`src/design/dsc_pkg.sv`:
```
// Purpose: Constants for the decoder status and configuration registers
// Assumes: 8-bit register port, one clock at 40 MHz
// Notes:   Offsets, fields and the config, subcode address, preview and host select reset values
package dsc_pkg;

  // ------------------------------------------------------------
  // Register port
  // ------------------------------------------------------------
  localparam int unsigned ADDR_W = 8;
  localparam int unsigned DATA_W = 8;

  localparam logic [7:0] OFF_MODE_STATUS  = 8'h00;
  localparam logic [7:0] OFF_IRQ_STATUS   = 8'h01;
  localparam logic [7:0] OFF_SOFT_RESET   = 8'h02;
  localparam logic [7:0] OFF_SUB_ADDR_LO  = 8'h03;
  localparam logic [7:0] OFF_SUB_ADDR_HI  = 8'h04;
  localparam logic [7:0] OFF_INPUT_CONFIG = 8'h05;
  localparam logic [7:0] OFF_EVENT_STATUS = 8'h06;
  localparam logic [7:0] OFF_EVENT_CLEAR  = 8'h07;
  localparam logic [7:0] OFF_EVENT_ENABLE = 8'h08;
  localparam logic [7:0] OFF_HOST_STATE   = 8'h09;

  // ------------------------------------------------------------
  // Field layout
  // ------------------------------------------------------------
  localparam int unsigned PREVIEW_LSB    = 4;
  localparam int unsigned INVALID_BIT    = 7;
  localparam int unsigned ECC_DONE_BIT   = 5;
  localparam int unsigned HSEL_W         = 3;
  localparam int unsigned SUB_ADDR_W     = 10;
  localparam int unsigned SUB_HI_W       = 2;
  localparam int unsigned CFG_FORMAT_BIT = 7;
  localparam int unsigned CFG_OVS_HI_BIT = 6;
  localparam int unsigned CFG_OVS_LO_BIT = 5;
  localparam int unsigned CFG_QW_FMT_BIT = 4;
  localparam int unsigned CFG_QW_ON_BIT  = 3;
  localparam int unsigned CFG_QW_RAW_BIT = 2;
  localparam int unsigned CFG_RAM_TST_BIT = 1;
  localparam logic [7:0]  CFG_USED_MASK  = 8'hFE;

  localparam int unsigned EV_W       = 3;
  localparam int unsigned EV_DECODER = 0;
  localparam int unsigned EV_ECC     = 1;
  localparam int unsigned EV_INVALID = 2;

  // ------------------------------------------------------------
  // Codes and reset values
  // ------------------------------------------------------------
  localparam logic [2:0] HSEL_COMPAT1  = 3'h0;
  localparam logic [2:0] HSEL_ATAPI    = 3'h1;
  localparam logic [2:0] HSEL_COMPAT2  = 3'h2;
  localparam logic [2:0] HSEL_UNKNOWN  = 3'h3;
  localparam logic [2:0] HSEL_HW_RESET = 3'h7;

  localparam logic [1:0] OVS_NONE  = 2'h0;
  localparam logic [1:0] OVS_TWO   = 2'h1;
  localparam logic [1:0] OVS_FOUR  = 2'h2;
  localparam logic [1:0] TICK_ONE  = 2'h0;
  localparam logic [1:0] TICK_TWO  = 2'h1;
  localparam logic [1:0] TICK_FOUR = 2'h3;

  localparam logic [7:0] CFG_RESET     = 8'h00;
  localparam logic [9:0] SUB_RESET     = 10'h000;
  localparam logic [3:0] PREVIEW_RESET = 4'h0;

  typedef enum logic [2:0] {
    DSC_HOST_WAIT,
    DSC_HOST_COMPAT1,
    DSC_HOST_ATAPI,
    DSC_HOST_COMPAT2,
    DSC_HOST_UNKNOWN,
    DSC_HOST_RESERVED
  } dsc_host_type;

endpackage

```
`src/design/dsc_sync2.sv`:
```
// Purpose: Two-stage synchroniser for levels from pins
// Assumes: Inputs are asynchronous to clock
// Notes:   First stage feeds only the second stage
`timescale 1ns/10ps
module dsc_sync2 #(
  parameter int unsigned WIDTH = 1,
  parameter logic [WIDTH-1:0] INIT = '0
) (
  input  wire logic             clock,
  input  wire logic             resetn,
  input  wire logic [WIDTH-1:0] async_in,
  output logic      [WIDTH-1:0] sync_out
);

  logic [WIDTH-1:0] stage1;

  always_ff @(posedge clock or negedge resetn) begin
    if (!resetn) begin
      stage1   <= INIT;
      sync_out <= INIT;
    end else begin
      stage1   <= async_in;
      sync_out <= stage1;
    end
  end

endmodule

```
`src/design/dsc_regs.sv`:
```
// How it works
// Status reg 2 bits 7..4 preview next mode byte, each ORed with erasure.
// Top preview bit clear gives mode 0..7; set means above seven or error.
// Sub-CPU read of status register 3 clears pending decoder interrupt.
// Status 3 bit 7 is 0 while decoder registers valid, 1 when invalid.
// Status 3 bit 5 set once ECC ran on current block, else 0.
// Any write to reset register reinitialises all registers, sets host mode.
// Host select: 0 compat one, 1 ATAPI, 2 compat two, 3 unknown host.
// Hardware reset sets host select to 111 and waits for a reset write.
// After hardware reset host pins float unless host read strobe is low.
// Ten-bit subcode block address in low and high registers, first 1 kbyte.
// Config bit 7 selects serial format: 0 standard, 1 Japanese standard.
// Config bits 6..5 select oversampling: none, two times, four times.
// Serial bit clock times subcode recovery, scaled by oversampling factor.
// Config bit 4 selects subcode input format: 0 V4, 1 Japanese standard.
// Config bit 3 switches the subcode interface on.
// Config bit 2 selects cooked (0) or raw (1) subcode data.
// Config bit 1 puts external buffer RAM into test mode.
// Reserved bits read zero, writes ignored; reserved host codes avoided.
//
// Purpose: Decoder status, soft reset, subcode address and input config
// Assumes: Decoder pulses are one cycle on clock; pins are asynchronous
// Notes:   Read data valid in the cycle after the read strobe only
`timescale 1ns/10ps
module dsc_regs (
  input  wire logic       clock,
  input  wire logic       resetn,
  input  wire logic [7:0] reg_addr,
  input  wire logic [7:0] reg_wdata,
  input  wire logic       reg_write,
  input  wire logic       reg_read,
  output logic      [7:0] reg_rdata,
  input  wire logic [7:0] mode_byte,
  input  wire logic       mode_byte_valid,
  input  wire logic       erasure_flag,
  input  wire logic       decoder_irq_event,
  input  wire logic       decoder_regs_update,
  input  wire logic       block_start,
  input  wire logic       ecc_done_event,
  input  wire logic       host_read_strobe_n,
  input  wire logic       serial_bit_clock,
  output logic            decoder_irq,
  output logic            irq,
  output logic            soft_reset,
  output logic      [2:0] host_select,
  output logic            host_wait,
  output logic            host_pins_oe,
  output logic      [9:0] subcode_block_address,
  output logic            serial_format_sel,
  output logic            oversample_hi,
  output logic            oversample_lo,
  output logic            subcode_format_sel,
  output logic            subcode_if_enable,
  output logic            subcode_raw_sel,
  output logic            buffer_test_mode,
  output logic            subcode_bit_tick
);

  // ------------------------------------------------------------
  // Declarations
  // ------------------------------------------------------------
  dsc_pkg::dsc_host_type host_state;
  dsc_pkg::dsc_host_type next_host_state;

  logic [3:0]            next_mode_preview;
  logic [3:0]            next_preview;
  logic                  regs_invalid_flag;
  logic                  ecc_done_flag;
  logic [7:0]            input_path_config;
  logic [dsc_pkg::EV_W-1:0] event_status;
  logic [dsc_pkg::EV_W-1:0] event_enable;
  logic [dsc_pkg::EV_W-1:0] event_pulse;
  logic [7:0]            next_rdata;
  logic [7:0]            decoder_irq_status;
  logic                  wr_soft_reset;
  logic                  rd_irq_status;
  logic                  wr_sub_lo;
  logic                  wr_sub_hi;
  logic                  wr_config;
  logic                  wr_ev_clear;
  logic                  wr_ev_enable;
  logic [1:0]            pin_sync;
  logic                  read_strobe_low;
  logic                  sbc_sync;
  logic                  sbc_last;
  logic                  sbc_rise;
  logic [1:0]            tick_count;
  logic [1:0]            tick_limit;

  // ------------------------------------------------------------
  // Pin synchronisers
  // ------------------------------------------------------------
  dsc_sync2 #(
    .WIDTH (2),
    .INIT  (2'h1)
  ) u_pin_sync (
    .clock    (clock),
    .resetn   (resetn),
    .async_in ({serial_bit_clock, host_read_strobe_n}),
    .sync_out (pin_sync)
  );

  assign read_strobe_low = ~pin_sync[0];
  assign sbc_sync        = pin_sync[1];

  // ------------------------------------------------------------
  // Address decode
  // ------------------------------------------------------------
  always_comb begin
    wr_soft_reset = 1'b0;
    rd_irq_status = 1'b0;
    wr_sub_lo     = 1'b0;
    wr_sub_hi     = 1'b0;
    wr_config     = 1'b0;
    wr_ev_clear   = 1'b0;
    wr_ev_enable  = 1'b0;
    if (reg_write && reg_addr == dsc_pkg::OFF_SOFT_RESET) begin
      wr_soft_reset = 1'b1;
    end else if (reg_write && reg_addr == dsc_pkg::OFF_SUB_ADDR_LO) begin
      wr_sub_lo = 1'b1;
    end else if (reg_write && reg_addr == dsc_pkg::OFF_SUB_ADDR_HI) begin
      wr_sub_hi = 1'b1;
    end else if (reg_write && reg_addr == dsc_pkg::OFF_INPUT_CONFIG) begin
      wr_config = 1'b1;
    end else if (reg_write && reg_addr == dsc_pkg::OFF_EVENT_CLEAR) begin
      wr_ev_clear = 1'b1;
    end else if (reg_write && reg_addr == dsc_pkg::OFF_EVENT_ENABLE) begin
      wr_ev_enable = 1'b1;
    end else if (reg_read && reg_addr == dsc_pkg::OFF_IRQ_STATUS) begin
      rd_irq_status = 1'b1;
    end
  end

  // ------------------------------------------------------------
  // Mode byte preview
  // ------------------------------------------------------------
  always_comb begin
    next_preview[3]   = |mode_byte[7:3] | erasure_flag;
    next_preview[2:0] = mode_byte[2:0] | {3{erasure_flag}};
  end

  always_ff @(posedge clock or negedge resetn) begin
    if (!resetn) begin
      next_mode_preview <= dsc_pkg::PREVIEW_RESET;
    end else if (wr_soft_reset) begin
      next_mode_preview <= dsc_pkg::PREVIEW_RESET;
    end else if (mode_byte_valid) begin
      next_mode_preview <= next_preview;
    end
  end

  // ------------------------------------------------------------
  // Decoder interrupt and status register 3
  // ------------------------------------------------------------
  // New event in the read cycle survives the read
  always_ff @(posedge clock or negedge resetn) begin
    if (!resetn) begin
      decoder_irq <= 1'b0;
    end else if (wr_soft_reset) begin
      decoder_irq <= 1'b0;
    end else if (decoder_irq_event) begin
      decoder_irq <= 1'b1;
    end else if (rd_irq_status) begin
      decoder_irq <= 1'b0;
    end
  end

  // Invalid until the first decoder interrupt delivers a block
  always_ff @(posedge clock or negedge resetn) begin
    if (!resetn) begin
      regs_invalid_flag <= 1'b1;
    end else if (wr_soft_reset) begin
      regs_invalid_flag <= 1'b1;
    end else if (decoder_irq_event) begin
      regs_invalid_flag <= 1'b0;
    end else if (decoder_regs_update) begin
      regs_invalid_flag <= 1'b1;
    end
  end

  always_ff @(posedge clock or negedge resetn) begin
    if (!resetn) begin
      ecc_done_flag <= 1'b0;
    end else if (wr_soft_reset) begin
      ecc_done_flag <= 1'b0;
    end else if (ecc_done_event) begin
      ecc_done_flag <= 1'b1;
    end else if (block_start) begin
      ecc_done_flag <= 1'b0;
    end
  end

  always_comb begin
    decoder_irq_status = 8'h00;
    decoder_irq_status[dsc_pkg::INVALID_BIT]  = regs_invalid_flag;
    decoder_irq_status[dsc_pkg::ECC_DONE_BIT] = ecc_done_flag;
  end

  // ------------------------------------------------------------
  // Soft reset and host mode
  // ------------------------------------------------------------
  always_comb begin
    case (reg_wdata[dsc_pkg::HSEL_W-1:0])
      dsc_pkg::HSEL_COMPAT1: next_host_state = dsc_pkg::DSC_HOST_COMPAT1;
      dsc_pkg::HSEL_ATAPI:   next_host_state = dsc_pkg::DSC_HOST_ATAPI;
      dsc_pkg::HSEL_COMPAT2: next_host_state = dsc_pkg::DSC_HOST_COMPAT2;
      dsc_pkg::HSEL_UNKNOWN: next_host_state = dsc_pkg::DSC_HOST_UNKNOWN;
      default:               next_host_state = dsc_pkg::DSC_HOST_RESERVED;
    endcase
  end

  always_ff @(posedge clock or negedge resetn) begin
    if (!resetn) begin
      host_state  <= dsc_pkg::DSC_HOST_WAIT;
      host_select <= dsc_pkg::HSEL_HW_RESET;
    end else if (wr_soft_reset) begin
      host_state  <= next_host_state;
      host_select <= reg_wdata[dsc_pkg::HSEL_W-1:0];
    end
  end

  always_ff @(posedge clock or negedge resetn) begin
    if (!resetn) begin
      soft_reset <= 1'b0;
    end else begin
      soft_reset <= wr_soft_reset;
    end
  end

  // Reserved codes float the host bus like an unknown host
  always_comb begin
    case (host_state)
      dsc_pkg::DSC_HOST_WAIT:    host_pins_oe = read_strobe_low;
      dsc_pkg::DSC_HOST_COMPAT1: host_pins_oe = 1'b1;
      dsc_pkg::DSC_HOST_ATAPI:   host_pins_oe = 1'b1;
      dsc_pkg::DSC_HOST_COMPAT2: host_pins_oe = 1'b1;
      default:                   host_pins_oe = 1'b0;
    endcase
  end

  assign host_wait = (host_state == dsc_pkg::DSC_HOST_WAIT);

  // ------------------------------------------------------------
  // Subcode address and input configuration
  // ------------------------------------------------------------
  always_ff @(posedge clock or negedge resetn) begin
    if (!resetn) begin
      subcode_block_address <= dsc_pkg::SUB_RESET;
    end else if (wr_soft_reset) begin
      subcode_block_address <= dsc_pkg::SUB_RESET;
    end else if (wr_sub_lo) begin
      subcode_block_address[7:0] <= reg_wdata;
    end else if (wr_sub_hi) begin
      subcode_block_address[9:8] <=
        reg_wdata[dsc_pkg::SUB_HI_W-1:0];
    end
  end

  always_ff @(posedge clock or negedge resetn) begin
    if (!resetn) begin
      input_path_config <= dsc_pkg::CFG_RESET;
    end else if (wr_soft_reset) begin
      input_path_config <= dsc_pkg::CFG_RESET;
    end else if (wr_config) begin
      input_path_config <= reg_wdata & dsc_pkg::CFG_USED_MASK;
    end
  end

  assign serial_format_sel  = input_path_config[dsc_pkg::CFG_FORMAT_BIT];
  assign oversample_hi      = input_path_config[dsc_pkg::CFG_OVS_HI_BIT];
  assign oversample_lo      = input_path_config[dsc_pkg::CFG_OVS_LO_BIT];
  assign subcode_format_sel = input_path_config[dsc_pkg::CFG_QW_FMT_BIT];
  assign subcode_if_enable  = input_path_config[dsc_pkg::CFG_QW_ON_BIT];
  assign subcode_raw_sel    = input_path_config[dsc_pkg::CFG_QW_RAW_BIT];
  assign buffer_test_mode   = input_path_config[dsc_pkg::CFG_RAM_TST_BIT];

  // ------------------------------------------------------------
  // Subcode timing from the serial bit clock
  // ------------------------------------------------------------
  // Code 11 is undefined; treated as no oversampling
  always_comb begin
    case ({oversample_hi, oversample_lo})
      dsc_pkg::OVS_TWO:  tick_limit = dsc_pkg::TICK_TWO;
      dsc_pkg::OVS_FOUR: tick_limit = dsc_pkg::TICK_FOUR;
      default:           tick_limit = dsc_pkg::TICK_ONE;
    endcase
  end

  always_ff @(posedge clock or negedge resetn) begin
    if (!resetn) begin
      sbc_last <= 1'b1;
    end else begin
      sbc_last <= sbc_sync;
    end
  end

  assign sbc_rise = sbc_sync & ~sbc_last;

  always_ff @(posedge clock or negedge resetn) begin
    if (!resetn) begin
      tick_count       <= 2'h0;
      subcode_bit_tick <= 1'b0;
    end else if (!subcode_if_enable || wr_soft_reset) begin
      tick_count       <= 2'h0;
      subcode_bit_tick <= 1'b0;
    end else if (sbc_rise && tick_count >= tick_limit) begin
      tick_count       <= 2'h0;
      subcode_bit_tick <= 1'b1;
    end else if (sbc_rise) begin
      tick_count       <= tick_count + 2'h1;
      subcode_bit_tick <= 1'b0;
    end else begin
      subcode_bit_tick <= 1'b0;
    end
  end

  // ------------------------------------------------------------
  // Event status, enable and interrupt
  // ------------------------------------------------------------
  assign event_pulse[dsc_pkg::EV_DECODER] = decoder_irq_event;
  assign event_pulse[dsc_pkg::EV_ECC]     = ecc_done_event;
  assign event_pulse[dsc_pkg::EV_INVALID] = decoder_regs_update;

  // Set beats a clear in the same cycle
  always_ff @(posedge clock or negedge resetn) begin
    if (!resetn) begin
      event_status <= '0;
    end else if (wr_soft_reset) begin
      event_status <= '0;
    end else if (wr_ev_clear) begin
      event_status <= (event_status &
        ~reg_wdata[dsc_pkg::EV_W-1:0]) | event_pulse;
    end else begin
      event_status <= event_status | event_pulse;
    end
  end

  always_ff @(posedge clock or negedge resetn) begin
    if (!resetn) begin
      event_enable <= '0;
    end else if (wr_soft_reset) begin
      event_enable <= '0;
    end else if (wr_ev_enable) begin
      event_enable <= reg_wdata[dsc_pkg::EV_W-1:0];
    end
  end

  assign irq = |(event_status & event_enable);

  // ------------------------------------------------------------
  // Read data
  // ------------------------------------------------------------
  always_comb begin
    next_rdata = 8'h00;
    if (!reg_read) begin
      next_rdata = 8'h00;
    end else if (reg_addr == dsc_pkg::OFF_MODE_STATUS) begin
      next_rdata[7:dsc_pkg::PREVIEW_LSB] = next_mode_preview;
    end else if (reg_addr == dsc_pkg::OFF_IRQ_STATUS) begin
      next_rdata = decoder_irq_status;
    end else if (reg_addr == dsc_pkg::OFF_SUB_ADDR_LO) begin
      next_rdata = subcode_block_address[7:0];
    end else if (reg_addr == dsc_pkg::OFF_SUB_ADDR_HI) begin
      next_rdata[dsc_pkg::SUB_HI_W-1:0] =
        subcode_block_address[9:8];
    end else if (reg_addr == dsc_pkg::OFF_INPUT_CONFIG) begin
      next_rdata = input_path_config;
    end else if (reg_addr == dsc_pkg::OFF_EVENT_STATUS) begin
      next_rdata[dsc_pkg::EV_W-1:0] = event_status;
    end else if (reg_addr == dsc_pkg::OFF_EVENT_ENABLE) begin
      next_rdata[dsc_pkg::EV_W-1:0] = event_enable;
    end else if (reg_addr == dsc_pkg::OFF_HOST_STATE) begin
      next_rdata[dsc_pkg::HSEL_W-1:0] = host_select;
    end
  end

  always_ff @(posedge clock or negedge resetn) begin
    if (!resetn) begin
      reg_rdata <= 8'h00;
    end else begin
      reg_rdata <= next_rdata;
    end
  end

endmodule

```
`config.mk`:
```
export PLATFORM = sky130hd
export DESIGN_NAME = dsc_regs
export DESIGN_NICKNAME = d
export VERILOG_FILES = /design/src/design/dsc_pkg.sv /design/src/design/dsc_sync2.sv /design/src/design/dsc_regs.sv
export SDC_FILE = /design/constraint.sdc
export NUM_CORES = 1
export LEC_CHECK = 0
export ABC_AREA = 1
export BUFFER_PORTS_ARGS = -buffer_cell sky130_fd_sc_hd__buf_2
export CELL_PAD_IN_SITES_DETAIL_PLACEMENT = 2
export CELL_PAD_IN_SITES_GLOBAL_PLACEMENT = 2
export CORE_ASPECT_RATIO = 0.6
export CORE_MARGIN = 3
export CORE_UTILIZATION = 27
export DETAILED_ROUTE_END_ITERATION = 6
export PLACE_DENSITY_LB_ADDON = 0.25
export RECOVER_POWER = 100
export SLEW_MARGIN = 20
export SYNTH_ARGS = -nofsm -noshare
export SYNTH_HDL_FRONTEND = slang
export SYNTH_SLANG_ARGS = --single-unit
```
`constraint.sdc`:
```
create_clock -name clock -period 1.5 [get_ports clock]
set_input_delay 0.225 -clock clock [delete_from_list [all_inputs] [get_ports clock]]
set_output_delay 0.225 -clock clock [all_outputs]
set_load 0.02 [all_outputs]
```
; ---- Word-level counts from Yosys, hierarchy flattened
; Index checks and enable logic that the tools add are counted.
[totals]
out_inout_bits = 34
inputBits = 36
regBits = 54
[op_classes]
mux = 69
reduce_logical = 26
n_lt_le_gt_ge = 1
addsub = 1
eq_ne = 18
bitwise_logic = 10
[ops]
columns = op, count
row1 = $mux 8, 6
row2 = $mux 1, 39
row3 = $eq 8x3->1 const B, 4
row4 = $mux 3, 8
row5 = $eq 8x2->1 const B, 2
row6 = $eq 8x4->1 const B, 2
row7 = $mux 4, 4
row8 = $eq 3x2->1 const B, 4
row9 = $mux 2, 6
row10 = $pmux 3 s4, 1
row11 = $reduce_bool 3->1, 4
row12 = $mux 10, 1
row13 = $reduce_bool 2->1, 5
row14 = $or 3x3->3, 3
row15 = $eq 8x1->1 const B, 1
row16 = $logic_and 1x1->1, 8
row17 = $logic_not 8->1, 1
row18 = $and 3x3->3, 2
row19 = $eq 3x1->1 const B, 2
row20 = $logic_not 3->1, 2
row21 = $mux 6, 1
row22 = $reduce_or 3->1, 2
row23 = $mux 5, 1
row24 = $reduce_or 5->1, 1
row25 = 14 further kinds, 15

; ---- Logic depth before layout (Yosys ltp)
; Gate-level depths: netlist of run 1.
[logic_depth]
depth_word = 12
ltp_mapped = 11

; ---- Modules after synthesis
; A second synthesis of run 1 with hierarchy kept.
[unflattened]
hier_cells = 297
hier_area_um2 = 2513.7
[by_module_without_submodules]
columns = module, instances, cells_per_inst, area_each_um2, seq_area_each_um2
row1 = dsc_regs, 1, 293, 2411.1, 1232.4
row2 = dsc_sync2, 1, 4, 102.6, 102.6

; ---- Worst setup path before layout of run 1
; Ideal clock, no wire load.
[synth_timing]
path_type = reg2reg
from = register input_path_config[5]
to = register tick_count[0]
path_slack_ns = -0.071
period_less_slack_ns = 1.571
path_stages_with_launch = 10
required_ns = 1.434
arrival_ns = 1.505
setup_ns = 0.066
n_path_buf = 0
path_cell_list = dfrtp_1 > inv_1 > ha_1 > inv_1 > ha_1 > o21ai_0 > nand2_1 > nand2_1 > nand4_1 > nand2_1
[synth_via]
elab_chain_len = 6
word_cells_on_any_way = 8
classes_between = 1 x order compare / 2 x eq/ne / 3 x mux / 2 x reduce/logical
[synth_lines]
columns = item, line_no
row1 = "start, declared", dsc_regs.sv:69  ; logic [7:0] input_path_config;
row2 = "start signal, assigned", dsc_regs.sv:261  ; input_path_config <= dsc_pkg::CFG_RESET;
row3 = "start signal, assigned", dsc_regs.sv:263  ; input_path_config <= dsc_pkg::CFG_RESET;
row4 = "start signal, assigned", dsc_regs.sv:265  ; input_path_config <= reg_wdata & dsc_pkg::CFG_USED_MASK;
row5 = $eq 2x2->1 or $eq 2x1->1 (tied branches), dsc_regs.sv:282  ; case ({oversample_hi, oversample_lo})
row6 = $pmux 2 s2 *, dsc_regs.sv:282
row7 = $ge 2x2->1 *, dsc_regs.sv:306  ; end else if (sbc_rise && tick_count >= tick_limit) begin
row8 = $logic_and 1x1->1 *, dsc_regs.sv:306
row9 = $mux 2, dsc_regs.sv:306
row10 = $mux 2, dsc_regs.sv:303  ; end else if (!subcode_if_enable || wr_soft_reset) begin
row11 = "end signal, assigned", dsc_regs.sv:310  ; tick_count <= tick_count + 2'h1;
row12 = "end, declared", dsc_regs.sv:87  ; logic [1:0] tick_count;
; Every way passes the cells marked *; elsewhere a longest branch is shown, timed or not.
; A chain may end at the register's enable or synchronous reset.

; ---- Worst setup path after layout of run 1
[layout_timing]
from = register input_path_config[6]
to = register tick_count[1]
; The elaborated chain is that of the path after synthesis.

==> results by group, run 1 <==
Worst setup path
  – R2r setup slk: 20 ps
  – Worst EP required: 1740 ps
  – Top Family by Delay on Critical Path: adder cells
  – Startpoint types: flop
  – Crit-path max FO: 3
  – CP Capture Type: flop
  – Slowest-stage cell, CP: dfrtp_2
  – Crit Path Category: flop to flop
  – Worst path arrival time: 1720 ps
  – Worst-path cell chain: ha_4 -> inv_4 -> ha_4 -> o21ai_2 -> nand2_1 -> nand2_2 -> nand4_1 -> nand2_1
  – Buf/Inv on CP: 1
  – CP max stage delay: 430 ps

Synthesis
  – Number of flops mapped to enable cells by yosys: 0
  – Library cells used by synthesis: 34
  – Top FF cell, synth: dfrtp_1
  – Post-synthesis register bit count: 53
  – Avg Inst Size Synth: 8.34 um^2
  – Cell taking the most area after synthesis: dfrtp_1
  – Cell area after synthesis: 2590 um^2
  – Ys async rst share: 100%
  – Synth area leaders: dfrtp_1 (44%), nand2_1 (8.3%), inv_1 (8.0%)
  – Post-synthesis sequential area ratio: 51.5%
  – Cell count after synthesis: 311
  – Share of the synthesized area in the top cell type: 44.4%
  – Post-Syn Nets: 350
  – Synthesis Warnings: 0

Timing
  – Hold Vio Cnt, Final: 0
  – Final setup margin: 22.3 ps
  – Setup Viol. Count Final: 0
  – FMAX: 677 MHz
  – Tmin final: 1480 ps
  – Setup_tns: 0 ps
  – Final slew viol count: 0
  – Worst clock skew: 5.98 ps
  – RSZ-0062 raised after global routing: true
  – Actual slew at the worst max-slew pin: 635 ps
  – Max-slew headroom: 57.7%
  – Crit share post-route: 98.5%

GRT
  – Total grt overflow: 0
  – Gr usage total: 18.6%
  – Vias in the first global route: 2,699
  – First-pass GRT wire length: 15.4 mm
  – Initial antenna violation count: 0
  – Pin count of the biggest net entering global routing: 26

Routing
  – DR iter-0 viols: 126
  – Number of remaining DRC errors: 0
  – Detail Route met2 WL: 4.14 mm
  – Total number of vias: 2,527
  – Vias per std cell: 4.74
  – Top sig layer: met4
  – Met3 Wirelength: 396 um
  – DRT Wirelength: 9.61 mm
  – First-pass DRT Iterations: 4
  – Post-Route M1 WL: 5.01 mm
  – WL/cell: 18.0 um
  – Antenna-violating nets left: 0

Cells and area
  – Finished Core Util: 36.7%
  – Nets: 441
  – Fillers: 1,114
  – Layout area overhead: 31.2%
  – Antenna Cells: 0
  – Share of layout cells above drive strength 1: 22.3%

Placed design
  – Dpl ws: -144 ps
  – Final HPWL from detailed placement: 7.46 mm
  – Placer Congestion: 0.825
  – PortBufs: 69

Floorplanning
  – Die area: 10,900 um^2
  – Starting Density: 28.0%
  – Die width: 133 um
  – Die extent in y: 81.9 um
  – Placeable Area: 9260 um^2
  – Row count: 27
  – I/O pins: 70

CTS
  – Clk buf depth: 2
  – Clock buffer count from CTS: 5
  – Sinks on Clock Net: 53
  – Htree depth: 2
  – Clk slew on worst S/H paths: 80 ps
  – Worst-skew pair later-pin latency: 300 ps
  – CTS tree: done
  – CTS root buffer: clkbuf_16

Run
  – MaxCap Viol Count: 0

Run status
  – Status: finished, final reports clean

Power
  – Power Density: 1140 nW/um^2
  – Final total power: 3.87 mW
  – Leak pwr: 1.72 nW
  – Max IR drop VDD: 0.432 mV

Hold path
  – Hold Crit Class: input port to flop
## worst paths after layout
| kind | to | startpoint | depth (start not counted) |
|---|---|---|---|
| worst max-delay path | tick_count[1] | input_path_config[6] | 8 |
| worst min-delay path | u_pin_sync.stage1[0] | host_read_strobe_n | 1 |
| worst max register to register | tick_count[1] | input_path_config[6] | 8 |
| worst min register to register | u_pin_sync.sync_out[0] | u_pin_sync.stage1[0] | 0 |
| max in group asynchronous | input_path_config[6] | resetn | 3 |
| min in group asynchronous | subcode_block_address[2] | resetn | 2 |
## sequential cells by signal, indices dropped and copies added, names as in the netlist, 2 cells and up
register / cells
reg_rdata: 8
host_state: 3
next_mode_preview: 4
host_select: 3
u_pin_sync.sync_out: 2
subcode_block_address: 10
event_status: 3
event_enable: 3
u_pin_sync.stage1: 2
tick_count: 2
input_path_config: 7
## cell usage after synthesis (2+ instances only)
cell type   n
nand2_1    57
a21oi_1    15
ha_1        3
nand2_2     2
nand3_1    33
nor3_1      3
nor2_4      2
nand4_1     6
o22ai_1     4
o21ai_0    33
inv_2       3
dfrtp_1    46
o21ai_1     3
o211ai_1    2
nor2_1     20
dfstp_2     7
inv_1      55
## report_power, final
part           switching, mW  internal, mW  total [mW]
sequential            0.0968          1.55        1.65
combinational          0.452         0.235       0.687
clock                  0.574         0.964        1.54
## kinds of logic (layout without fill, tap and decap cells)
kind of cell | after synthesis | after routing | synth area share (%)
buffers and inverters | 64 | 156 | 10.6
and+or+nand+nor | 129 | 129 | 23.4
xor gates and xnor gates | 1 | 1 | 0.338
adders and majority gates | 3 | 3 | 1.45
AOI/OAI and AO/OA | 61 | 61 | 12.8
DFF | 53 | 53 | 51.5
## metrics by stage
stage          cells  hold WS [ps]  cell area, um^2
2_1_floorplan    311         -70.6             2590
3_3_place_gp     523           143             3220
3_5_place_dp     523           144             3220
4_1_cts          533          11.8             3450
5_1_grt          533          13.4             3400
6_report         533          17.4             3400
## area by class of cell
type | count | area (um^2) | share of cell area (%)
sequential | 53 | 1340 | 39.3
clock buffer | 5 | 125 | 3.68
clock inverter | 3 | 68.8 | 2.02
tap | 130 | 163 | 4.78
inverter | 59 | 224 | 6.59
multi-input combinational | 194 | 1020 | 30.0
timing repair buffer | 89 | 463 | 13.6
## cell usage in the layout (no fill, tap or decap), types with 2 or more instances in the layout
| cell type | count |
|---|---|
| a21oi_1 | 15 |
| dfrtp_2 | 2 |
| o21ai_0 | 35 |
| dfstp_2 | 7 |
| clkbuf_1 | 32 |
| dfrtp_1 | 44 |
| buf_2 | 37 |
| inv_2 | 3 |
| nand4_1 | 6 |
| bufinv_16 | 2 |
| nand2_2 | 3 |
| nor2_4 | 2 |
| nand2_1 | 56 |
| o211ai_1 | 2 |
| o22ai_1 | 4 |
| nor3_1 | 3 |
| clkbuf_2 | 3 |
| inv_1 | 55 |
| clkbuf_16 | 5 |
| nor2_1 | 21 |
| nand3_1 | 33 |
| buf_4 | 14 |
| ha_4 | 2 |
## worst reg2reg max path, delay by kind of cell (launching register included)
family	cells	cell delay, ps
adders and majority gates	2	490
DFF	1	430
and+or+nand+nor	4	350
AOI/OAI and AO/OA	1	100
buffers and inverters	1	40
## per-layer routing
layer | up-vias | global-route usage (%)
li1 | 1183 | -
met1 | 1268 | 26.7
met2 | 64 | 29.7
met3 | 12 | 4.04
met4 | 0 | 2.80
met5 | - | 0
## timing repair
| item | 4_1_cts | 5_1_grt |
|---|---|---|
| hold buffers | 1 | 0 |
| pin swaps | 5 | 4 |
| setup endpoints to repair | 3 | 4 |
| gates resized for setup | 5 | 3 |
| endpoints found under the hold margin | 11 | 0 |
| setup buffers | 1 | 0 |
No activity file was read; power rests on OpenSTA's default activity.
==> run 2, diff against run 1 <==
Settings changed: SYNTH_HIERARCHICAL set to 1.
==> results by group, run 2 <==
Cells and area
  – Multi-input logic area: 1010 um^2 (-1.4%)
  – Max reg flops: 10 (unchanged)
  – Fillers: 1,044 (-6.3%)
  – Most common cell after layout, fill and taps aside: nand2_1
  – Share of layout cells above drive strength 1: 25.4% (+3.0 points)
  – Largest Register: subcode_block_address
  – Most frequent cells in the layout: nand2_1 (67), dfrtp_1 (44), inv_1 (38), o21ai_0 (38), clkbuf_1 (36)
  – FF/Latch Area: 1340 um^2 (unchanged)
  – Largest regs: subcode_block_address x10, reg_rdata x8, input_path_config x7
  – Antenna Cells: 0 (unchanged)
  – Nets: 444 (+0.68%)
  – Layout area overhead: 35.1%

GRT
  – Vias in the first global route: 2,710 (+0.41%)
  – Total grt overflow: 0 (unchanged)
  – First-pass GRT wire length: 15.0 mm (-3.1%)
  – Gr usage total: 18.7% (+0.13 points)
  – Pin count of the biggest net entering global routing: 26 (unchanged)
  – Initial antenna violation count: 0 (unchanged)

Worst setup path
  – Buf/Inv on CP: 2 (+1)
  – Crit Path Category: flop to flop
  – Critical path startpoint: input_path_config[5]
  – Worst path arrival time: 1720 ps (about the same)
  – Startpoint types: flop
  – Worst r2r src: input_path_config[5]
  – CP Capture Type: flop
  – Worst EP required: 1720 ps (-20 ps)
  – CP max stage delay: 410 ps (-20 ps)
  – Top Family by Delay on Critical Path: flip-flops
  – Slowest-stage cell, CP: dfrtp_2
  – Crit-path max FO: 3 (unchanged)
  – Most frequent CP cell: ha_4
  – Worst-path cell chain: inv_2 -> ha_4 -> inv_4 -> ha_4 -> o21ai_2 -> nand2_1 -> nand2_2 -> nand4_1 -> o21ai_1

Synthesis
  – Cell area after synthesis: 2510 um^2 (-3.0%)
  – Synth top cells by count: nand2_1 (67), dfrtp_1 (46), o21ai_0 (40), inv_1 (39), nor2_1 (21)
  – Cell count after synthesis: 297 (-4.5%)
  – Top FF cell, synth: dfrtp_1
  – Cell taking the most area after synthesis: dfrtp_1
  – Number of flops mapped to enable cells by yosys: 0 (unchanged)
  – Post-synthesis sequential area ratio: 53.1% (+1.6 points)
  – Synth area leaders: dfrtp_1 (46%), nand2_1 (10%), o21ai_0 (8.0%)
  – Avg Inst Size Synth: 8.46 um^2 (+1.5%)
  – Ys async rst share: 100% (unchanged)
  – Post-synthesis register bit count: 53 (unchanged)
  – Count leader, synth: nand2_1
  – Share of the synthesized area in the top cell type: 45.8% (+1.4 points)
  – Synthesis Warnings: 6 (+6)
  – Library cells used by synthesis: 32 (-5.9%)
  – Post-Syn Nets: 336 (-4.0%)

CTS
  – CTS tree: done
  – CTS root buffer: clkbuf_16
  – Clock buffer count from CTS: 5 (unchanged)
  – Worst-skew pair later-pin latency: 300 ps (about the same)
  – Sinks on Clock Net: 53 (unchanged)
  – Clk slew on worst S/H paths: 80 ps (about the same)
  – Htree depth: 2 (unchanged)
  – Clk buf depth: 2 (unchanged)

Power
  – Max IR drop VDD: 0.444 mV (+2.9%)
  – Power Density: 1110 nW/um^2 (-2.6%)
  – Leak pwr: 1.62 nW (-5.9%)

Timing
  – Setup_tns: 0 ps (unchanged)
  – FMAX: 668 MHz (-1.2%)
  – Hold Vio Cnt, Final: 0 (unchanged)
  – Final slew viol count: 0 (unchanged)
  – Worst clock skew: 10.7 ps (+4.71 ps)
  – RSZ-0062 raised after global routing: true
  – Tmin final: 1500 ps (+18.5 ps)
  – Actual slew at the worst max-slew pin: 530 ps (-104 ps)
  – Crit share post-route: 99.7% (+1.2 points)
  – Max-slew headroom: 64.6% (+7.0 points)
  – Setup Viol. Count Final: 0 (unchanged)
  – Hold slack: 23.4 ps (+6.05 ps)

Floorplanning
  – Placeable Area: 8780 um^2 (-5.1%)
  – Die area: 10,500 um^2 (-2.9%)
  – Die extent in y: 80.7 um (-1.4%)
  – Die width: 131 um (-1.5%)
  – I/O pins: 70 (unchanged)
  – Starting Density: 28.6% (+0.61 points)
  – Row count: 26 (-3.7%)

Routing
  – DR iter-0 viols: 94 (-25%)
  – Vias per std cell: 4.77 (+0.53%)
  – Antenna-violating nets left: 0 (unchanged)
  – DRT Wirelength: 9.35 mm (-2.7%)
  – WL/cell: 18.1 um (+0.14%)
  – Number of remaining DRC errors: 0 (unchanged)
  – Total number of vias: 2,469 (-2.3%)
  – First-pass DRT Iterations: 4 (unchanged)

Placed design
  – Final HPWL from detailed placement: 7.71 mm (+3.4%)
  – Placer Congestion: 0.816 (-1.2%)
  – PortBufs: 69 (unchanged)

Run status
  – Status: finished, final reports clean

Run
  – MaxCap Viol Count: 0 (unchanged)

Hold path
  – Hold Crit Class: input port to flop
  – Hold Crit Start: host_read_strobe_n
## run 2: changes by cell type after synthesis, sizes merged, moves of 2 or more
cell,change
nand3,-21
inv,-15
nand2,+10
o21ai,+5
a21oi,+3
nor4,+3
o31ai,+3
buf,-2
nand4,-2
nor2,+2
o22ai,-2
## run 2: worst paths after layout
kind	depth (start not counted)	endpoint	slack (ps)
setup / recovery	9	tick_count[0]	4
min in group asynchronous	2	reg_rdata[4]	420
max in group asynchronous	3	u_pin_sync/sync_out[0]	230
setup reg to reg	9	tick_count[0]	4
hold reg to reg	0	u_pin_sync/sync_out[1]	350
hold / removal	1	u_pin_sync/stage1[0]	20
## run 2: power by group
part | switching (mW) | internal [mW]
registers | 0.0761 | 1.54
clock network | 0.553 | 0.963
logic | 0.406 | 0.236
## run 2: metal layers
layer / share of wire, % / up-vias / wire (um) / track usage [%]
met2: 43 / 41 / 4030 / 28.2
met5: 0 / - / 0 / 0
met1: 53 / 1231 / 4960 / 28.0
met3: 3.0 / 7 / 282 / 3.42
li1: - / 1190 / - / -
met4: 0.91 / 0 / 85 / 4.31
## run 2: timing repair
item / CTS / global route
endpoints found under the hold margin: 17 / 0
pin swaps: 3 / 0
setup endpoints to repair: 3 / 3
resized for setup: 7 / 0
setup buffers: 1 / 1
hold buffers: 1 / 0
## run 2: layout make-up
type                            instances  share of cell area, %
Clock buffer                            5                   3.68
Clock inverter                          3                   2.03
Inverter                               43                   4.83
Multi-Input combinational cell        198                   29.6
Sequential cell                        53                   39.4
Tap cell                              112                   4.13
Timing Repair Buffer                  104                   16.4
## run 2: through the flow
step / cells / worst slack, ps / utilization, % / power, mW / cell area [um^2]
3_3_place_gp: 507 / -95.3 / 36.8 / 2.20 / 3240
5_1_grt: 518 / -82.5 / 38.7 / 3.98 / 3400
3_5_place_dp: 507 / -149 / 36.8 / 2.24 / 3240
6_report: 518 / 3.79 / 38.7 / 3.77 / 3400
4_1_cts: 517 / -6.91 / 39.6 / 3.84 / 3480
2_1_floorplan: 297 / 2.00 / - / 1.92 / 2520
## run 2: cell families after synthesis
kind of cell / after synthesis / synth area share (%)
AOI/OAI and AO/OA: 70 / 15.2
buffers and inverters: 46 / 7.17
and+or+nand+nor: 124 / 22.7
adders and majority gates: 3 / 1.49
DFF: 53 / 53.1
xor gates and xnor gates: 1 / 0.348
==> run 3, diff against run 2 <==
Settings changed: CORE_ASPECT_RATIO 0.6 to 1.5.
==> results by group, run 3 (synthesized netlist as in run 2, its figures left out) <==
Timing
  – FMAX: 668 MHz (about the same)
  – Max-slew headroom: 49.5% (-15 points)
  – Tmin final: 1500 ps (-0.230 ps)
  – Worst clock skew: 2.61 ps (-8.08 ps)
  – Final setup margin: 4.02 ps (+0.230 ps)
  – Crit share post-route: 99.7% (about the same)
  – Actual slew at the worst max-slew pin: 757 ps (+227 ps)
  – Final slew viol count: 0 (unchanged)
  – Setup Viol. Count Final: 0 (unchanged)
  – Setup_tns: 0 ps (unchanged)
  – RSZ-0062 raised after global routing: true
  – Hold Vio Cnt, Final: 0 (unchanged)

Power
  – Max IR drop VDD: 0.525 mV (+18%)
  – Internal power: 2.38 mW (-13%)
  – Gate power share: 18.3% (+1.3 points)
  – Sw Ratio: 28.7% (+1.2 points)
  – P_sw: 0.956 mW (-7.7%)
  – Leak pwr: 1.55 nW (-4.6%)
  – Final total power: 3.34 mW (-12%)
  – Clk network pwr share: 33.4% (-6.8 points)
  – Reg power frac: 48.3% (+5.6 points)
  – Power Density: 1010 nW/um^2 (-8.6%)

Worst setup path
  – Worst EP required: 1720 ps (about the same)
  – R2r setup slk: 4 ps (about the same)
  – Crit Path Category: flop to flop
  – Startpoint types: flop
  – CP Capture Type: flop
  – Worst r2r src: input_path_config[6]
  – Worst reg-to-reg path cell count: 8 (-1)
  – Worst path arrival time: 1710 ps (about the same)
  – Crit-path max FO: 3 (unchanged)
  – R2R Path End: tick_count[0]
  – Critical path startpoint: input_path_config[6]

GRT
  – Total grt overflow: 0 (unchanged)
  – Gr usage total: 17.4% (-1.4 points)
  – First-pass GRT wire length: 14.1 mm (-6.1%)
  – Initial antenna violation count: 0 (unchanged)
  – Vias in the first global route: 2,679 (-1.1%)
  – Pin count of the biggest net entering global routing: 54 (+110%)

Cells and area
  – Most frequent cells in the layout: nand2_1 (66), dfrtp_1 (44), clkbuf_1 (40), inv_1 (38), o21ai_0 (37)
  – Fin area: 3290 um^2 (-3.2%)
  – Layout area overhead: 30.8%
  – Most common cell after layout, fill and taps aside: nand2_1
  – Largest Register: subcode_block_address
  – FF/Latch Area: 1340 um^2 (unchanged)
  – Max reg flops: 10 (unchanged)
  – Largest regs: subcode_block_address x10, reg_rdata x8, input_path_config x7
  – Multi-input logic area: 1030 um^2 (+2.7%)
  – Nets: 435 (-2.0%)
  – Share of layout cells above drive strength 1: 23.7% (-1.7 points)
  – Antenna Cells: 0 (unchanged)
  – Fillers: 1,096 (+5.0%)

Run
  – MaxCap Viol Count: 0 (unchanged)

Routing
  – Antenna-violating nets left: 0 (unchanged)
  – First-pass DRT Iterations: 4 (unchanged)
  – Number of remaining DRC errors: 0 (unchanged)
  – Total number of vias: 2,424 (-1.8%)
  – Vias per std cell: 4.78 (+0.31%)
  – DRT Wirelength: 8.66 mm (-7.4%)
  – WL/cell: 17.1 um (-5.4%)
  – DR iter-0 viols: 126 (+34%)

Floorplanning
  – Die area: 10,500 um^2 (-0.14%)
  – Placeable Area: 8930 um^2 (+1.7%)
  – Row count: 42 (+62%)
  – Die extent in y: 124 um (+54%)
  – I/O pins: 70 (unchanged)
  – Starting Density: 28.1% (-0.48 points)
  – Die width: 84.8 um (-35%)

CTS
  – CTS tree: done
  – Clock buffer count from CTS: 5 (unchanged)
  – Htree depth: 2 (unchanged)
  – Clk buf depth: 2 (unchanged)
  – Clk slew on worst S/H paths: 70 ps (about the same)
  – Worst-skew pair later-pin latency: 290 ps (about the same)
  – CTS root buffer: clkbuf_16
  – Sinks on Clock Net: 53 (unchanged)

Hold path
  – Worst Hold Path Cells: 1 (unchanged)
  – Hold path endpoint: u_pin_sync/stage1[0]
  – Hold Crit Class: input port to flop
  – Hold Crit Start: host_read_strobe_n

Placed design
  – Final HPWL from detailed placement: 6.95 mm (-9.8%)
  – Cell Area, Placed: 3200 um^2 (-1.2%)
  – Placer Congestion: 0.896 (+9.9%)
  – Dpl ws: -198 ps (-48.7 ps)
  – PortBufs: 69 (unchanged)

Run status
  – Status: finished, final reports clean
[run 3: changes by cell type in the layout (fill, tap and decap cells not counted), sizes merged]
cell,change
clkbuf,+2
inv,-1
buf,-8
bufinv,-2
[run 3: worst max path at each step]
stage	slack (ps)	endpoint
global placement	-140	reg_rdata[5]
finish	4	tick_count[0]
CTS	-10	tick_count[0]
global route	-60	tick_count[1]
floorplan	2	tick_count[0]
detailed placement	-200	reg_rdata[5]
[run 3: power groups by stage]
stage / combinational [mW] / sequential, mW / clock, mW
floorplan: 0.239 / 1.68 / 0
global placement: 0.546 / 1.63 / 0
detailed placement: 0.576 / 1.64 / 0
CTS: 0.637 / 1.61 / 1.16
global route: 0.689 / 1.63 / 1.21
finish: 0.611 / 1.61 / 1.11
[run 3: layout make-up]
type	instances	area share, %
multi-input cells	198	31.4
repair buffers	95	14.6
clock buffers	8	4.15
inverters	43	4.91
flip-flops and latches	53	40.7
well taps	110	4.19
[run 3: per-layer routing]
| layer | up-vias | routed length, um | share of wire [%] | GRT usage (%) |
|---|---|---|---|---|
| met4 | 0 | 233 | 2.7 | 6.34 |
| met3 | 13 | 264 | 3.0 | 2.45 |
| met5 | - | 0 | 0 | 0 |
| li1 | 1169 | - | - | - |
| met1 | 1191 | 3330 | 38 | 19.3 |
| met2 | 51 | 4830 | 56 | 33.3 |
[run 3: critical path: stages (launching register included)]
cell and delay (ps):
dfrtp_2 430, ha_4 260, inv_2 40, ha_4 220, o21ai_2 100, nand2_1 90, nand2_2 90, nand4_1 120
o21ai_2 80
[run 3: what timing repair did]
| item | 4_1_cts | 5_1_grt |
|---|---|---|
| setup buffers | 1 | 0 |
| pin swaps | 4 | 1 |
| cloned | 0 | 0 |
| hold buffers | 1 | 0 |
| hold endpoints to repair | 46 | 0 |
| setup endpoints to repair | 3 | 5 |
| resized for setup | 6 | 4 |
[run 3: metrics by stage]
step	hold WS, ps	util, %	std cells
detailed placement	246	35.8	497
floorplan	-70.6	-	297
global route	23.8	36.8	507
CTS	29.2	37.9	507
global placement	243	35.8	497
finish	35.5	36.8	507
